<file path="src/core/gocr_pkg.sv">
/*
  package of the global option configuration registers: offsets, field
  positions, reset values, decode constants and the carrier structs.
  assumes nothing of its surroundings.
*/
package gocr_pkg;

  // ----------------------------------------------------------------------
  // register offsets and entry key
  // ----------------------------------------------------------------------
  localparam logic [7:0] OFS_IRQ_PORT = 8'h26;
  localparam logic [7:0] OFS_RSVD = 8'h27;
  localparam logic [7:0] OFS_ROM_DEC = 8'h28;
  localparam logic [7:0] OFS_PIN_FUNC = 8'h29;
  localparam logic [7:0] OFS_UNIT_SEL = 8'h07;
  localparam logic [7:0] ENTRY_KEY = 8'h87;
  localparam logic [7:0] EXIT_KEY = 8'haa;
  localparam logic [7:0] PORT_LO_INDEX = 8'h2e;
  localparam logic [7:0] PORT_HI_INDEX = 8'h4e;

  // ----------------------------------------------------------------------
  // field positions
  // ----------------------------------------------------------------------
  localparam int BIT_PORT_SEL = 6;
  localparam int BIT_LOCK = 5;
  localparam int BIT_FLOPPY_DIS = 3;
  localparam int BIT_PARPORT_DIS = 2;
  localparam int BIT_UART1_DIS = 1;
  localparam int BIT_UART2_DIS = 0;
  localparam int BIT_LOW_DEC_DIS = 4;
  localparam int BIT_HIGH_DEC_DIS = 3;
  localparam int BIT_ALERT_SEL = 6;
  localparam int BIT_UART1_GPIO = 3;
  localparam int FLD_FLASH_LSB = 5;
  localparam int FLD_FAN_LSB = 1;
  localparam int BIT_MODE_RSVD = 2;
  localparam int BIT_FLOPPY_IRQ = 3;
  localparam int BIT_PARPORT_IRQ = 4;
  localparam int BIT_UART_IRQ = 3;

  // ----------------------------------------------------------------------
  // writable masks and reset values
  // ----------------------------------------------------------------------
  localparam logic [7:0] MASK_IRQ_PORT = 8'h6f;
  localparam logic [7:0] MASK_ROM_DEC = 8'h7f;
  localparam logic [7:0] MASK_PIN_FUNC = 8'h4e;
  localparam logic [7:0] RST_IRQ_PORT = 8'h00;
  localparam logic [7:0] RST_ROM_DEC = 8'h50;
  localparam logic [7:0] RST_PIN_FUNC = 8'h00;
  localparam logic [7:0] RST_UNIT_SEL = 8'h00;

  // ----------------------------------------------------------------------
  // decode constants
  // ----------------------------------------------------------------------
  localparam logic [1:0] FAN_FUNC = 2'h0;
  localparam logic [1:0] FAN_GPIO = 2'h1;
  localparam logic [15:0] LOW_RANGE_TAG = 16'h000e;
  localparam logic [11:0] HIGH_RANGE_TAG = 12'hffe;

  // carrier of the per-unit legacy irq bits seen from the function units
  typedef struct packed {
    logic floppyDo;
    logic parportDc;
    logic uart1Hs;
    logic uart2Hs;
  } gocr_legacy_s;

  // carrier of the pin routing outputs
  typedef struct packed {
    logic alertIsSmi;
    logic uart1AsGpio;
    logic fanAsGpio;
  } gocr_route_s;

endpackage : gocr_pkg

</file>
<file path="src/core/gocr_irq_gate.sv">
/*
  one legacy irq gate: the unit's own register bit takes part in irq
  selection only while its legacy disable bit is clear.
  assumes a registered disable bit and a same-clock unit bit.
*/
`timescale 1ns/1ps
module gocr_irq_gate
  import gocr_pkg::*;
(
  input wire logic clock,
  input wire logic rst_n,
  input wire logic legacyDisable,
  input wire logic unitBit,
  output logic gateOut
);

  // register the gated bit so the top output comes from a flip-flop
  always_ff @(posedge clock or negedge rst_n) begin
    if (!rst_n) begin
      gateOut <= 1'b1;
    end else begin
      gateOut <= legacyDisable ? 1'b1 : unitBit;
    end
  end

  // ----------------------------------------------------------------------
  // checks
  // ----------------------------------------------------------------------
  property p_gate_follow;
    @(posedge clock) disable iff (!rst_n)
      1'b1 |=> gateOut == ($past(legacyDisable) | $past(unitBit));
  endproperty
  a_gate_follow: assert property (p_gate_follow) else $error("legacy gate wrong");

endmodule : gocr_irq_gate

</file>
<file path="src/core/gocr_regs.sv">
/*
  global option configuration register bank: entry key on the index port,
  index/data access to the unit select, irq/port option, rom decode option
  and pin function select registers, with the decoded controls driven out.
  assumes a host interface that presents one byte write or read strobe per
  cycle, already on this clock; the port select strap is a raw pin.
*/
`timescale 1ns/1ps
module gocr_regs
  import gocr_pkg::*;
(
  input wire logic clock,
  input wire logic rst_n,
  input wire logic cfgPortSelStrap,
  input wire logic ioWrite,
  input wire logic ioRead,
  input wire logic [7:0] ioAddr,
  input wire logic [7:0] ioWdata,
  input wire gocr_legacy_s unitBits,
  input wire logic [19:0] memAddrHigh,
  input wire logic overtempAlertIn,
  input wire logic sysMgmtIrqIn,
  output logic [7:0] ioRdata,
  output logic ioRvalid,
  output logic cfgMode,
  output logic [7:0] unitSelect,
  output gocr_legacy_s irqGateOut,
  output logic [1:0] flashSize,
  output logic parportModeOk,
  output logic biosLowHit,
  output logic biosHighHit,
  output gocr_route_s routeOut,
  output logic sharedPinOut,
  output logic gpioGroupSixEn,
  output logic fanAsGpio
);

  // ----------------------------------------------------------------------
  // state
  // ----------------------------------------------------------------------
  typedef enum logic [1:0] {
    ST_IDLE = 2'b00,
    ST_KEY1 = 2'b01,
    ST_CFG = 2'b10
  } gocr_key_e;

  gocr_key_e key_ff;
  gocr_key_e nxt_key;
  logic strapMeta_ff;
  logic strapSync_ff;
  logic [2:0] strapStage_ff;
  logic [7:0] index_ff;
  logic [7:0] irqPort_ff;
  logic [7:0] romDec_ff;
  logic [7:0] pinFunc_ff;
  logic [7:0] unitSel_ff;
  logic [7:0] portBase;
  logic idxHit;
  logic dataHit;
  logic cfgActive;
  logic regWrite;
  logic regRead;
  logic [7:0] rdMux;

  // ----------------------------------------------------------------------
  // strap capture
  // ----------------------------------------------------------------------
  // two-flop synchroniser for the strap pin
  always_ff @(posedge clock or negedge rst_n) begin
    if (!rst_n) begin
      strapMeta_ff <= 1'b0;
      strapSync_ff <= 1'b0;
      strapStage_ff <= 3'h0;
    end else begin
      strapMeta_ff <= cfgPortSelStrap;
      strapSync_ff <= strapMeta_ff;
      strapStage_ff <= {strapStage_ff[1:0], 1'b1}; // marks when the synchronised strap is valid
    end
  end

  // ----------------------------------------------------------------------
  // port decode and key sequence
  // ----------------------------------------------------------------------
  // the index port follows the port select bit; data port is index plus one
  always_comb begin
    portBase = irqPort_ff[BIT_PORT_SEL] ? PORT_HI_INDEX : PORT_LO_INDEX;
    idxHit = ioAddr == portBase;
    dataHit = ioAddr == (portBase + 8'h01);
    cfgActive = key_ff == ST_CFG;
    regWrite = cfgActive && ioWrite && dataHit;
    regRead = cfgActive && ioRead && dataHit;
  end

  // two consecutive key writes to the index port enter configuration
  always_comb begin
    nxt_key = key_ff;
    unique case (key_ff)
      ST_IDLE: begin
        if (ioWrite && idxHit && ioWdata == ENTRY_KEY) begin
          nxt_key = ST_KEY1;
        end
      end
      ST_KEY1: begin
        if (ioWrite && idxHit) begin
          nxt_key = (ioWdata == ENTRY_KEY) ? ST_CFG : ST_IDLE;
        end else if (ioWrite) begin
          nxt_key = ST_IDLE;
        end
      end
      ST_CFG: begin
        if (ioWrite && idxHit && ioWdata == EXIT_KEY) begin
          nxt_key = ST_IDLE;
        end
      end
      default: begin
        nxt_key = ST_IDLE;
      end
    endcase
  end

  // key state register
  always_ff @(posedge clock or negedge rst_n) begin
    if (!rst_n) begin
      key_ff <= ST_IDLE;
    end else begin
      key_ff <= nxt_key;
    end
  end

  // index register, written through the index port while configuring
  always_ff @(posedge clock or negedge rst_n) begin
    if (!rst_n) begin
      index_ff <= 8'h00;
    end else if (cfgActive && ioWrite && idxHit) begin
      index_ff <= ioWdata;
    end
  end

  // ----------------------------------------------------------------------
  // configuration registers
  // ----------------------------------------------------------------------
  // irq/port option: strap loads the port select once, at the third edge after release
  always_ff @(posedge clock or negedge rst_n) begin
    if (!rst_n) begin
      irqPort_ff <= RST_IRQ_PORT;
    end else if (strapStage_ff[2:1] == 2'b01) begin
      irqPort_ff[BIT_PORT_SEL] <= strapSync_ff;
    end else if (regWrite && index_ff == OFS_IRQ_PORT) begin
      if (!irqPort_ff[BIT_LOCK]) begin
        irqPort_ff <= ioWdata & MASK_IRQ_PORT;
      end else begin
        irqPort_ff[BIT_LOCK] <= ioWdata[BIT_LOCK]; // lock stays clearable
      end
    end
  end

  // rom decode option
  always_ff @(posedge clock or negedge rst_n) begin
    if (!rst_n) begin
      romDec_ff <= RST_ROM_DEC;
    end else if (regWrite && index_ff == OFS_ROM_DEC && !irqPort_ff[BIT_LOCK]) begin
      romDec_ff <= ioWdata & MASK_ROM_DEC;
    end
  end

  // pin function select
  always_ff @(posedge clock or negedge rst_n) begin
    if (!rst_n) begin
      pinFunc_ff <= RST_PIN_FUNC;
    end else if (regWrite && index_ff == OFS_PIN_FUNC && !irqPort_ff[BIT_LOCK]) begin
      pinFunc_ff <= ioWdata & MASK_PIN_FUNC;
    end
  end

  // logical unit select
  always_ff @(posedge clock or negedge rst_n) begin
    if (!rst_n) begin
      unitSel_ff <= RST_UNIT_SEL;
    end else if (regWrite && index_ff == OFS_UNIT_SEL && !irqPort_ff[BIT_LOCK]) begin
      unitSel_ff <= ioWdata;
    end
  end

  // ----------------------------------------------------------------------
  // read path
  // ----------------------------------------------------------------------
  // read mux; locked or unmapped reads return zero
  always_comb begin
    rdMux = 8'h00;
    if (!irqPort_ff[BIT_LOCK]) begin
      unique case (index_ff)
        OFS_IRQ_PORT: rdMux = irqPort_ff;
        OFS_ROM_DEC: rdMux = romDec_ff;
        OFS_PIN_FUNC: rdMux = pinFunc_ff;
        OFS_UNIT_SEL: rdMux = unitSel_ff;
        default: rdMux = 8'h00;
      endcase
    end
  end

  // read data is answered one cycle after the read strobe
  always_ff @(posedge clock or negedge rst_n) begin
    if (!rst_n) begin
      ioRdata <= 8'h00;
      ioRvalid <= 1'b0;
    end else begin
      ioRvalid <= regRead;
      ioRdata <= regRead ? rdMux : 8'h00;
    end
  end

  // ----------------------------------------------------------------------
  // decoded controls
  // ----------------------------------------------------------------------
  gocr_irq_gate u_gate_floppy (
    .clock(clock),
    .rst_n(rst_n),
    .legacyDisable(irqPort_ff[BIT_FLOPPY_DIS]),
    .unitBit(unitBits.floppyDo),
    .gateOut(irqGateOut.floppyDo)
  );

  gocr_irq_gate u_gate_parport (
    .clock(clock),
    .rst_n(rst_n),
    .legacyDisable(irqPort_ff[BIT_PARPORT_DIS]),
    .unitBit(unitBits.parportDc),
    .gateOut(irqGateOut.parportDc)
  );

  gocr_irq_gate u_gate_uart1 (
    .clock(clock),
    .rst_n(rst_n),
    .legacyDisable(irqPort_ff[BIT_UART1_DIS]),
    .unitBit(unitBits.uart1Hs),
    .gateOut(irqGateOut.uart1Hs)
  );

  gocr_irq_gate u_gate_uart2 (
    .clock(clock),
    .rst_n(rst_n),
    .legacyDisable(irqPort_ff[BIT_UART2_DIS]),
    .unitBit(unitBits.uart2Hs),
    .gateOut(irqGateOut.uart2Hs)
  );

  // registered pin routing and rom decode outputs
  always_ff @(posedge clock or negedge rst_n) begin
    if (!rst_n) begin
      cfgMode <= 1'b0;
      unitSelect <= RST_UNIT_SEL;
      flashSize <= RST_ROM_DEC[FLD_FLASH_LSB +: 2];
      parportModeOk <= 1'b1;
      biosLowHit <= 1'b0;
      biosHighHit <= 1'b0;
      routeOut <= '0;
      sharedPinOut <= 1'b1;
      gpioGroupSixEn <= 1'b0;
      fanAsGpio <= 1'b0;
    end else begin
      cfgMode <= cfgActive;
      unitSelect <= unitSel_ff;
      flashSize <= romDec_ff[FLD_FLASH_LSB +: 2];
      parportModeOk <= !romDec_ff[BIT_MODE_RSVD];
      biosLowHit <= !romDec_ff[BIT_LOW_DEC_DIS] && memAddrHigh[19:4] == LOW_RANGE_TAG;
      biosHighHit <= !romDec_ff[BIT_HIGH_DEC_DIS] && memAddrHigh[19:8] == HIGH_RANGE_TAG;
      routeOut.alertIsSmi <= pinFunc_ff[BIT_ALERT_SEL];
      routeOut.uart1AsGpio <= pinFunc_ff[BIT_UART1_GPIO];
      routeOut.fanAsGpio <= pinFunc_ff[FLD_FAN_LSB +: 2] == FAN_GPIO;
      sharedPinOut <= pinFunc_ff[BIT_ALERT_SEL] ? sysMgmtIrqIn : overtempAlertIn;
      gpioGroupSixEn <= pinFunc_ff[BIT_UART1_GPIO];
      fanAsGpio <= pinFunc_ff[FLD_FAN_LSB +: 2] == FAN_GPIO;
    end
  end

  // ----------------------------------------------------------------------
  // checks
  // ----------------------------------------------------------------------
  property p_key_twice;
    @(posedge clock) disable iff (!rst_n)
      (key_ff == ST_KEY1 && ioWrite && idxHit && ioWdata == ENTRY_KEY) |=> cfgActive;
  endproperty
  a_key_twice: assert property (p_key_twice) else $error("second key did not enter");

  property p_lock_blocks;
    @(posedge clock) disable iff (!rst_n)
      (regWrite && index_ff == OFS_ROM_DEC && irqPort_ff[BIT_LOCK]) |=> $stable(romDec_ff);
  endproperty
  a_lock_blocks: assert property (p_lock_blocks) else $error("locked write took effect");

  property p_locked_read;
    @(posedge clock) disable iff (!rst_n)
      (regRead && irqPort_ff[BIT_LOCK]) |=> ioRvalid && ioRdata == 8'h00;
  endproperty
  a_locked_read: assert property (p_locked_read) else $error("locked read returned data");

  property p_flash;
    @(posedge clock) disable iff (!rst_n)
      1'b1 |=> flashSize == $past(romDec_ff[6:5]);
  endproperty
  a_flash: assert property (p_flash) else $error("flash size mismatch");

  property p_low_off;
    @(posedge clock) disable iff (!rst_n)
      romDec_ff[BIT_LOW_DEC_DIS] |=> !biosLowHit;
  endproperty
  a_low_off: assert property (p_low_off) else $error("low range decoded while off");

  property p_high_off;
    @(posedge clock) disable iff (!rst_n)
      romDec_ff[BIT_HIGH_DEC_DIS] |=> !biosHighHit;
  endproperty
  a_high_off: assert property (p_high_off) else $error("high range decoded while off");

  property p_pin;
    @(posedge clock) disable iff (!rst_n)
      1'b1 |=> sharedPinOut == ($past(pinFunc_ff[6]) ? $past(sysMgmtIrqIn) : $past(overtempAlertIn));
  endproperty
  a_pin: assert property (p_pin) else $error("shared pin wrong source");

  property p_rsvd;
    @(posedge clock) disable iff (!rst_n)
      1'b1 |-> (pinFunc_ff & ~MASK_PIN_FUNC) == 8'h00 && romDec_ff[7] == 1'b0 && (irqPort_ff & ~MASK_IRQ_PORT) == 8'h00;
  endproperty
  a_rsvd: assert property (p_rsvd) else $error("reserved bit set");

endmodule : gocr_regs

</file>
<file path="config.mk">
export PLATFORM = sky130hd
export DESIGN_NAME = gocr_regs
export DESIGN_NICKNAME = d
export VERILOG_FILES = /design/src/core/gocr_pkg.sv /design/src/core/gocr_irq_gate.sv /design/src/core/gocr_regs.sv
export SDC_FILE = /design/constraint.sdc
export NUM_CORES = 1
export LEC_CHECK = 0
export ABC_CLOCK_PERIOD_IN_PS = 3200
export BUFFER_PORTS_ARGS = -buffer_cell sky130_fd_sc_hd__buf_2
export CAP_MARGIN = 40
export CORE_MARGIN = 3
export CORE_UTILIZATION = 56
export DETAILED_ROUTE_END_ITERATION = 8
export GPL_TIMING_DRIVEN = 0
export PLACE_DENSITY = 0.85
export SLEW_MARGIN = 30
export SYNTH_ARGS = -nofsm -noshare
export SYNTH_HDL_FRONTEND = slang
export SYNTH_SLANG_ARGS = --single-unit
</file>
<file path="constraint.sdc">
create_clock -name clock -period 3.2 [get_ports clock]
set_input_delay 0.48 -clock clock [delete_from_list [all_inputs] [get_ports clock]]
set_output_delay 0.48 -clock clock [all_outputs]
set_load 0.005 [all_outputs]
</file>
# [Word-level counts from Yosys, hierarchy flattened]
# Index checks and enable logic that the tools add are counted.
# Widths: inputs -> output; s select.
[word_totals] ff_bits=71 elab_cells=94 out_inout_bits=33 inputBits=47
[op_classes] n_reduce_logical=27 addsub=1 n_mux=19 bitwise=2 n_eq_ne=18
[op_table] op="$pmux 8 s4" count=1
[op_table] op="$eq 8x6->1 const B" count=3
[op_table] op="$logic_and 1x1->1" count=17
[op_table] op="$eq 16x4->1 const B" count=1
[op_table] op="$eq 8x8->1 const B" count=2
[op_table] op="$mux 8" count=2
[op_table] op="$mux 7" count=2
[op_table] op="$eq 12x12->1 const B" count=1
[op_table] op="$mux 2" count=5
[op_table] op="$add 7x1->8 const B" count=1
[op_table] op="$eq 8x3->1 const B" count=1
[op_table] op="$eq 8x7->1" count=1
[op_table] op="$eq 8x8->1" count=1
[op_table] op="$mux 1" count=7
[op_table] op="$eq 2x1->1 const B" count=3
[op_table] op="$pmux 2 s3" count=1
[op_table] op="$reduce_and 3->1" count=2
[op_table] op="$logic_not 1->1" count=4
[op_table] op="$mux 4" count=1
[op_table] op="$ne 2x1->1 const B" count=2
[op_table] op="$reduce_and 2->1" count=2
[op_table] op="$ne 3x3->1 const B" count=1
[op_table] op="$eq 2x2->1 const B" count=1
[op_table] op="$logic_not 2->1" count=1
[op_table] op="3 further kinds" count=4

# [Depth between registers and ports, before layout]
[logic_depth] depth_word=7 depth_mapped=5

# [Modules after synthesis]
# From an unflattened synthesis, not the netlist that was laid out.
[hier_totals] cells_unflattened=215 hier_area_um2=2909.0
[modules_own_cells] module="gocr_regs" n_inst=1 area_each_um2=2778.9 cells_each=207
[modules_own_cells] module="gocr_irq_gate" n_inst=4 area_each_um2=32.5 cells_each=2

# [Worst setup path before layout]
# OpenSTA, ideal clock, no wires.
[synth_timing] kind="input port to flip-flop" startpoint="in ioAddr[6]" endpoint="reg unitSel_ff[0]" t_required_ns=3.075 arrival_ns=1.898 cell_stages=5 setup_time_ns=0.125 slack_ns=1.177 cell_sequence="or3b_4 -> a211oi_2 -> and3_1 -> buf_4 -> mux2_2"
[synth_via] elab_chain_len=4
[synth_lines] item="from (decl)" line_no="gocr_regs.sv:17" text="input wire logic [7:0] ioAddr,"
[synth_lines] item="$eq 8x8->1" line_no="gocr_regs.sv:88" text="dataHit = ioAddr == (portBase + 8'h01);"
[synth_lines] item="$logic_and 1x1->1" line_no="gocr_regs.sv:90" text="regWrite = cfgActive && ioWrite && dataHit;"
[synth_lines] item="$logic_and 1x1->1 (2 in series)" line_no="gocr_regs.sv:179" text="end else if (regWrite && index_ff == OFS_UNIT_SEL && !irqPort_ff[BIT_LOCK]) begin"
[synth_lines] item="to (signal assigned)" line_no="gocr_regs.sv:180" text="unitSel_ff <= ioWdata;"
[synth_lines] item="to (decl)" line_no="gocr_regs.sv:56" text="logic [7:0] unitSel_ff;"
# No other way between the ends.
# A chain may end at the register's enable or synchronous reset.

# [Worst setup path in the final report]
[layout_timing] startpoint="reg index_ff[4]" endpoint="reg unitSel_ff[6]"
[layout_via] elab_chain_len=3
[layout_lines] item="from (decl)" line_no="gocr_regs.sv:52" text="logic [7:0] index_ff;"
[layout_lines] item="from (signal assigned)" line_no="gocr_regs.sv:135" text="index_ff <= ioWdata;"
[layout_lines] item="$eq 8x3->1" line_no="gocr_regs.sv:179"
[layout_lines] item="$logic_and 1x1->1 (2 in series)" line_no="gocr_regs.sv:179"
# No other way between the ends.

==> reports/metrics.csv <==
stage,metric,value,unit
status,status,"finished, final reports clean",
yosys,synth_seq_cells,71,
cts,numCtsBuffers,9,
cts,cts_tree,built,
global_routing,grt_overflow,0,
worst_setup_path,crit_fanout,8,
finish,postLayoutCellArea,0.00361,mm²
cts,postCtsSetupBuffers,0,
cts,insertion_delay,0.34,ns
power,p_leak,1.80,nW
yosys,synth.area.top_cells,"dfrtp_1, mux2_2, dfstp_2",
yosys,yosys.area.top_type,dfrtp_1,
worst_setup_path,critPathBufInv,1,
global_routing,grt_max_degree,49,
placement,place_area,0.00341,mm²
yosys,netlist_instances,208,
worst_setup_path,crit_path_end_kind,register,
sta,setup_ws,0.967,ns
die,io_pins,80,
route,num_vias,2012,
finish,syn2layout_area_growth,23.9,%
yosys,ys_warn_count,0,
worst_setup_path,path_cells,or3_1 -> nor3_1 -> and3_1 -> buf_4 -> mux2_2,
placement,place.gp.congestion,0.864,
worst_setup_path,reg2reg_slack,0.97,ns
worst_setup_path,reg2reg_to,unitSel_ff[6],
placement,dp_slack,0.890,ns
worst_setup_path,cp_slowest_cell,nor3_1,
finish,drive_above_1_share,52.0,%
die,dieWidth,78.2,µm
route,wirelength,6.45,mm
global_routing,grt_pass1_vias,2184,
cts,htree_levels,3,
worst_setup_path,cp-start-kind,register,
yosys,avgSynthCellArea,14.0,µm²
worst_setup_path,cp.required,3.42,ns
route,wire_per_inst,17.6,µm
yosys,synth.yosys.seq_area_share,61.3,%
sta,tightest_slew,0.655,ns
finish,fin_nets,342,
route,firstDrtPassIters,4,
cts,cts.repair.resized,0,
route,ant_nets,0,
sta,slew_headroom,56.3,%
finish,antenna_cells,0,
sta,drv_slew,0,
power,worst_ir_drop_vdd,0.312,mV
sta,fin_hold_ws,0.0232,ns
placement,hpwl,4.66,mm
sta,skew,0.00745,ns
sta,fin_crit_sh,69.8,%
die,rows,25,
worst_setup_path,reg2reg_depth,5,
die,start_util,59.8,%
sta,hold_viol,0,
cts,cts_hold_repair.buffers,0,
worst_hold_path,hold_class,in -> async,
yosys,synth.distinct_cells,43,
yosys,synth_top_area_share,53.2,%
die,core_area,0.00488,mm²
power,power_density,477,mW/mm²
route,route.detailed.drc,0,
route,drt_iter0_markers,101,
yosys,netlist_area,0.00292,mm²
worst_setup_path,rr_startpoint,index_ff[4],
worst_setup_path,cp.arrival,2.45,ns
sta,min_period,2.23,ns
global_routing,antenna_found_initial,0,
cts,cts_buffer_depth,2,
sta,fmax,448,MHz
sta,fin_tns_setup,0,ns
sta,setup_viol,0,
worst_setup_path,cp_top_family,simple AND/OR/NAND/NOR gates,
cts,path_clk_slew,0.07,ns
die,dieArea,0.00611,mm²
placement,io_buffers,75,
yosys,synth_nets,255,
flow_run,cap_violations,0,
route,vias_per_cell,5.48,
worst_setup_path,cpPeakStageDelay,0.48,ns
cts,clkSinkCount,71,
finish,fillers,363,
die,die_y,78.2,µm
worst_setup_path,path_class,reg -> reg,
global_routing,grtUsageTotal,22.7,%
sta,rsz0062_at_grt,false,
global_routing,grt_pass1_wl,10.3,mm
cts,cts_root_buffer,clkbuf_8,
per-stage QoR:
step	power, mW	std cells	util (%)
3_3_place_gp	1.01	350	69.2
3_5_place_dp	1.02	351	69.8
5_1_grt	1.79	367	74.1
4_1_cts	1.73	367	74.1
6_report	1.72	367	74.1
2_1_floorplan	0.954	208	-
cells in the final DEF, fill, tap and decap left out, types with 3 or more instances in the layout:
cell and instances:
nand2_1 4, nand4b_1 3, clkbuf_8 11, or2_2 4, inv_1 3, nor3_1 5
nor2_1 13, dfstp_2 9, nor2b_1 4, buf_4 8, mux2i_1 4, dfrtp_1 62
nand4_1 6, nand2b_1 5, mux2_2 33, buf_2 75, a22oi_1 5, nor4_1 5
cell type report:
cell class / instances / area [µm²] / area share (%)
multi-input combinational: 125 / 1060 / 29.2
timing repair buffer: 76 / 405 / 11.2
inverter: 3 / 11.3 / 0.312
clock buffer: 11 / 151 / 4.19
clock inverter: 5 / 56.3 / 1.56
sequential: 71 / 1790 / 49.5
tap: 67 / 83.8 / 2.32
buffer: 9 / 61.3 / 1.70
state kept, by name, summed over array words and instances, names as in the netlist, 2 cells and up:
name and cells:
flashSize 2, index_ff 8, ioRdata 8, irqPort_ff 6, key_ff 2, pinFunc_ff 4
romDec_ff 7, strapStage_ff 3, unitSel_ff 8, unitSelect 8
worst register-to-register path, stage by stage, from the launching register on:
cell and delay (ns):
dfrtp_1 0.39, or3_1 0.47, nor3_1 0.48, and3_1 0.23
buf_4 0.18, mux2_2 0.36
worst max path at each step:
stage,from,endpoint,cells after the start,slack [ns]
floorplan,ioAddr[6],unitSel_ff[0],5,1.18
global placement,ioAddr[6],irqPort_ff[3],5,0.95
detailed placement,ioAddr[6],irqPort_ff[2],5,0.89
CTS,index_ff[4],unitSel_ff[4],5,0.99
global route,index_ff[4],unitSel_ff[4],5,0.91
finish,index_ff[4],unitSel_ff[6],5,0.97
cells by family after synthesis:
family / count (synthesis) / share of synthesized area, %
buf+inv: 12 / 2.49
compound gates: 19 / 6.95
flops: 71 / 61.3
xor+xnor: 1 / 0.300
simple gates: 67 / 14.7
other cells: 1 / 0.129
mux: 37 / 14.1
synthesized netlist by cell type:
| cell type | count |
|---|---|
| a2111oi_4 | 2 |
| a211oi_2 | 1 |
| a211oi_4 | 1 |
| a21oi_1 | 1 |
| a221oi_1 | 2 |
| a22o_1 | 1 |
| a22oi_1 | 5 |
| a2bb2oi_1 | 1 |
| a31o_2 | 1 |
| a31oi_1 | 1 |
| and3_1 | 2 |
| and4_1 | 1 |
| and4b_1 | 2 |
| buf_2 | 1 |
| buf_4 | 7 |
| clkbuf_1 | 1 |
| conb_1 | 1 |
| dfrtp_1 | 62 |
| dfstp_2 | 9 |
| inv_1 | 3 |
| mux2_2 | 33 |
| mux2i_1 | 4 |
| nand2_1 | 4 |
| nand2b_1 | 5 |
| nand3_1 | 2 |
| nand3_2 | 1 |
| nand3b_1 | 2 |
| nand4_1 | 6 |
| nand4b_1 | 3 |
| nand4b_2 | 1 |
| nand4bb_1 | 1 |
| nor2_1 | 13 |
| nor2b_1 | 4 |
| nor3_1 | 5 |
| nor4_1 | 5 |
| nor4_2 | 1 |
| nor4bb_1 | 2 |
| o21ai_0 | 1 |
| o22a_1 | 2 |
| or2_2 | 4 |
| or3_1 | 1 |
| or3b_4 | 2 |
| xnor2_1 | 1 |
power by group:
| part | internal, mW | switching (mW) | total (mW) |
|---|---|---|---|
| registers | 0.908 | 0.00357 | 0.911 |
| logic | 0.0387 | 0.0508 | 0.0895 |
| clock network | 0.401 | 0.321 | 0.721 |
layer usage:
| metal | global-route usage (%) | share of wire, % | up-vias |
|---|---|---|---|
| met5 | 0 | 0 | - |
| met4 | 15.4 | 3.6 | 0 |
| met3 | 3.90 | 4.7 | 21 |
| met2 | 37.9 | 52 | 71 |
| met1 | 26.7 | 40 | 982 |
| li1 | - | - | 938 |
Power figures use the tool's default switching activity.
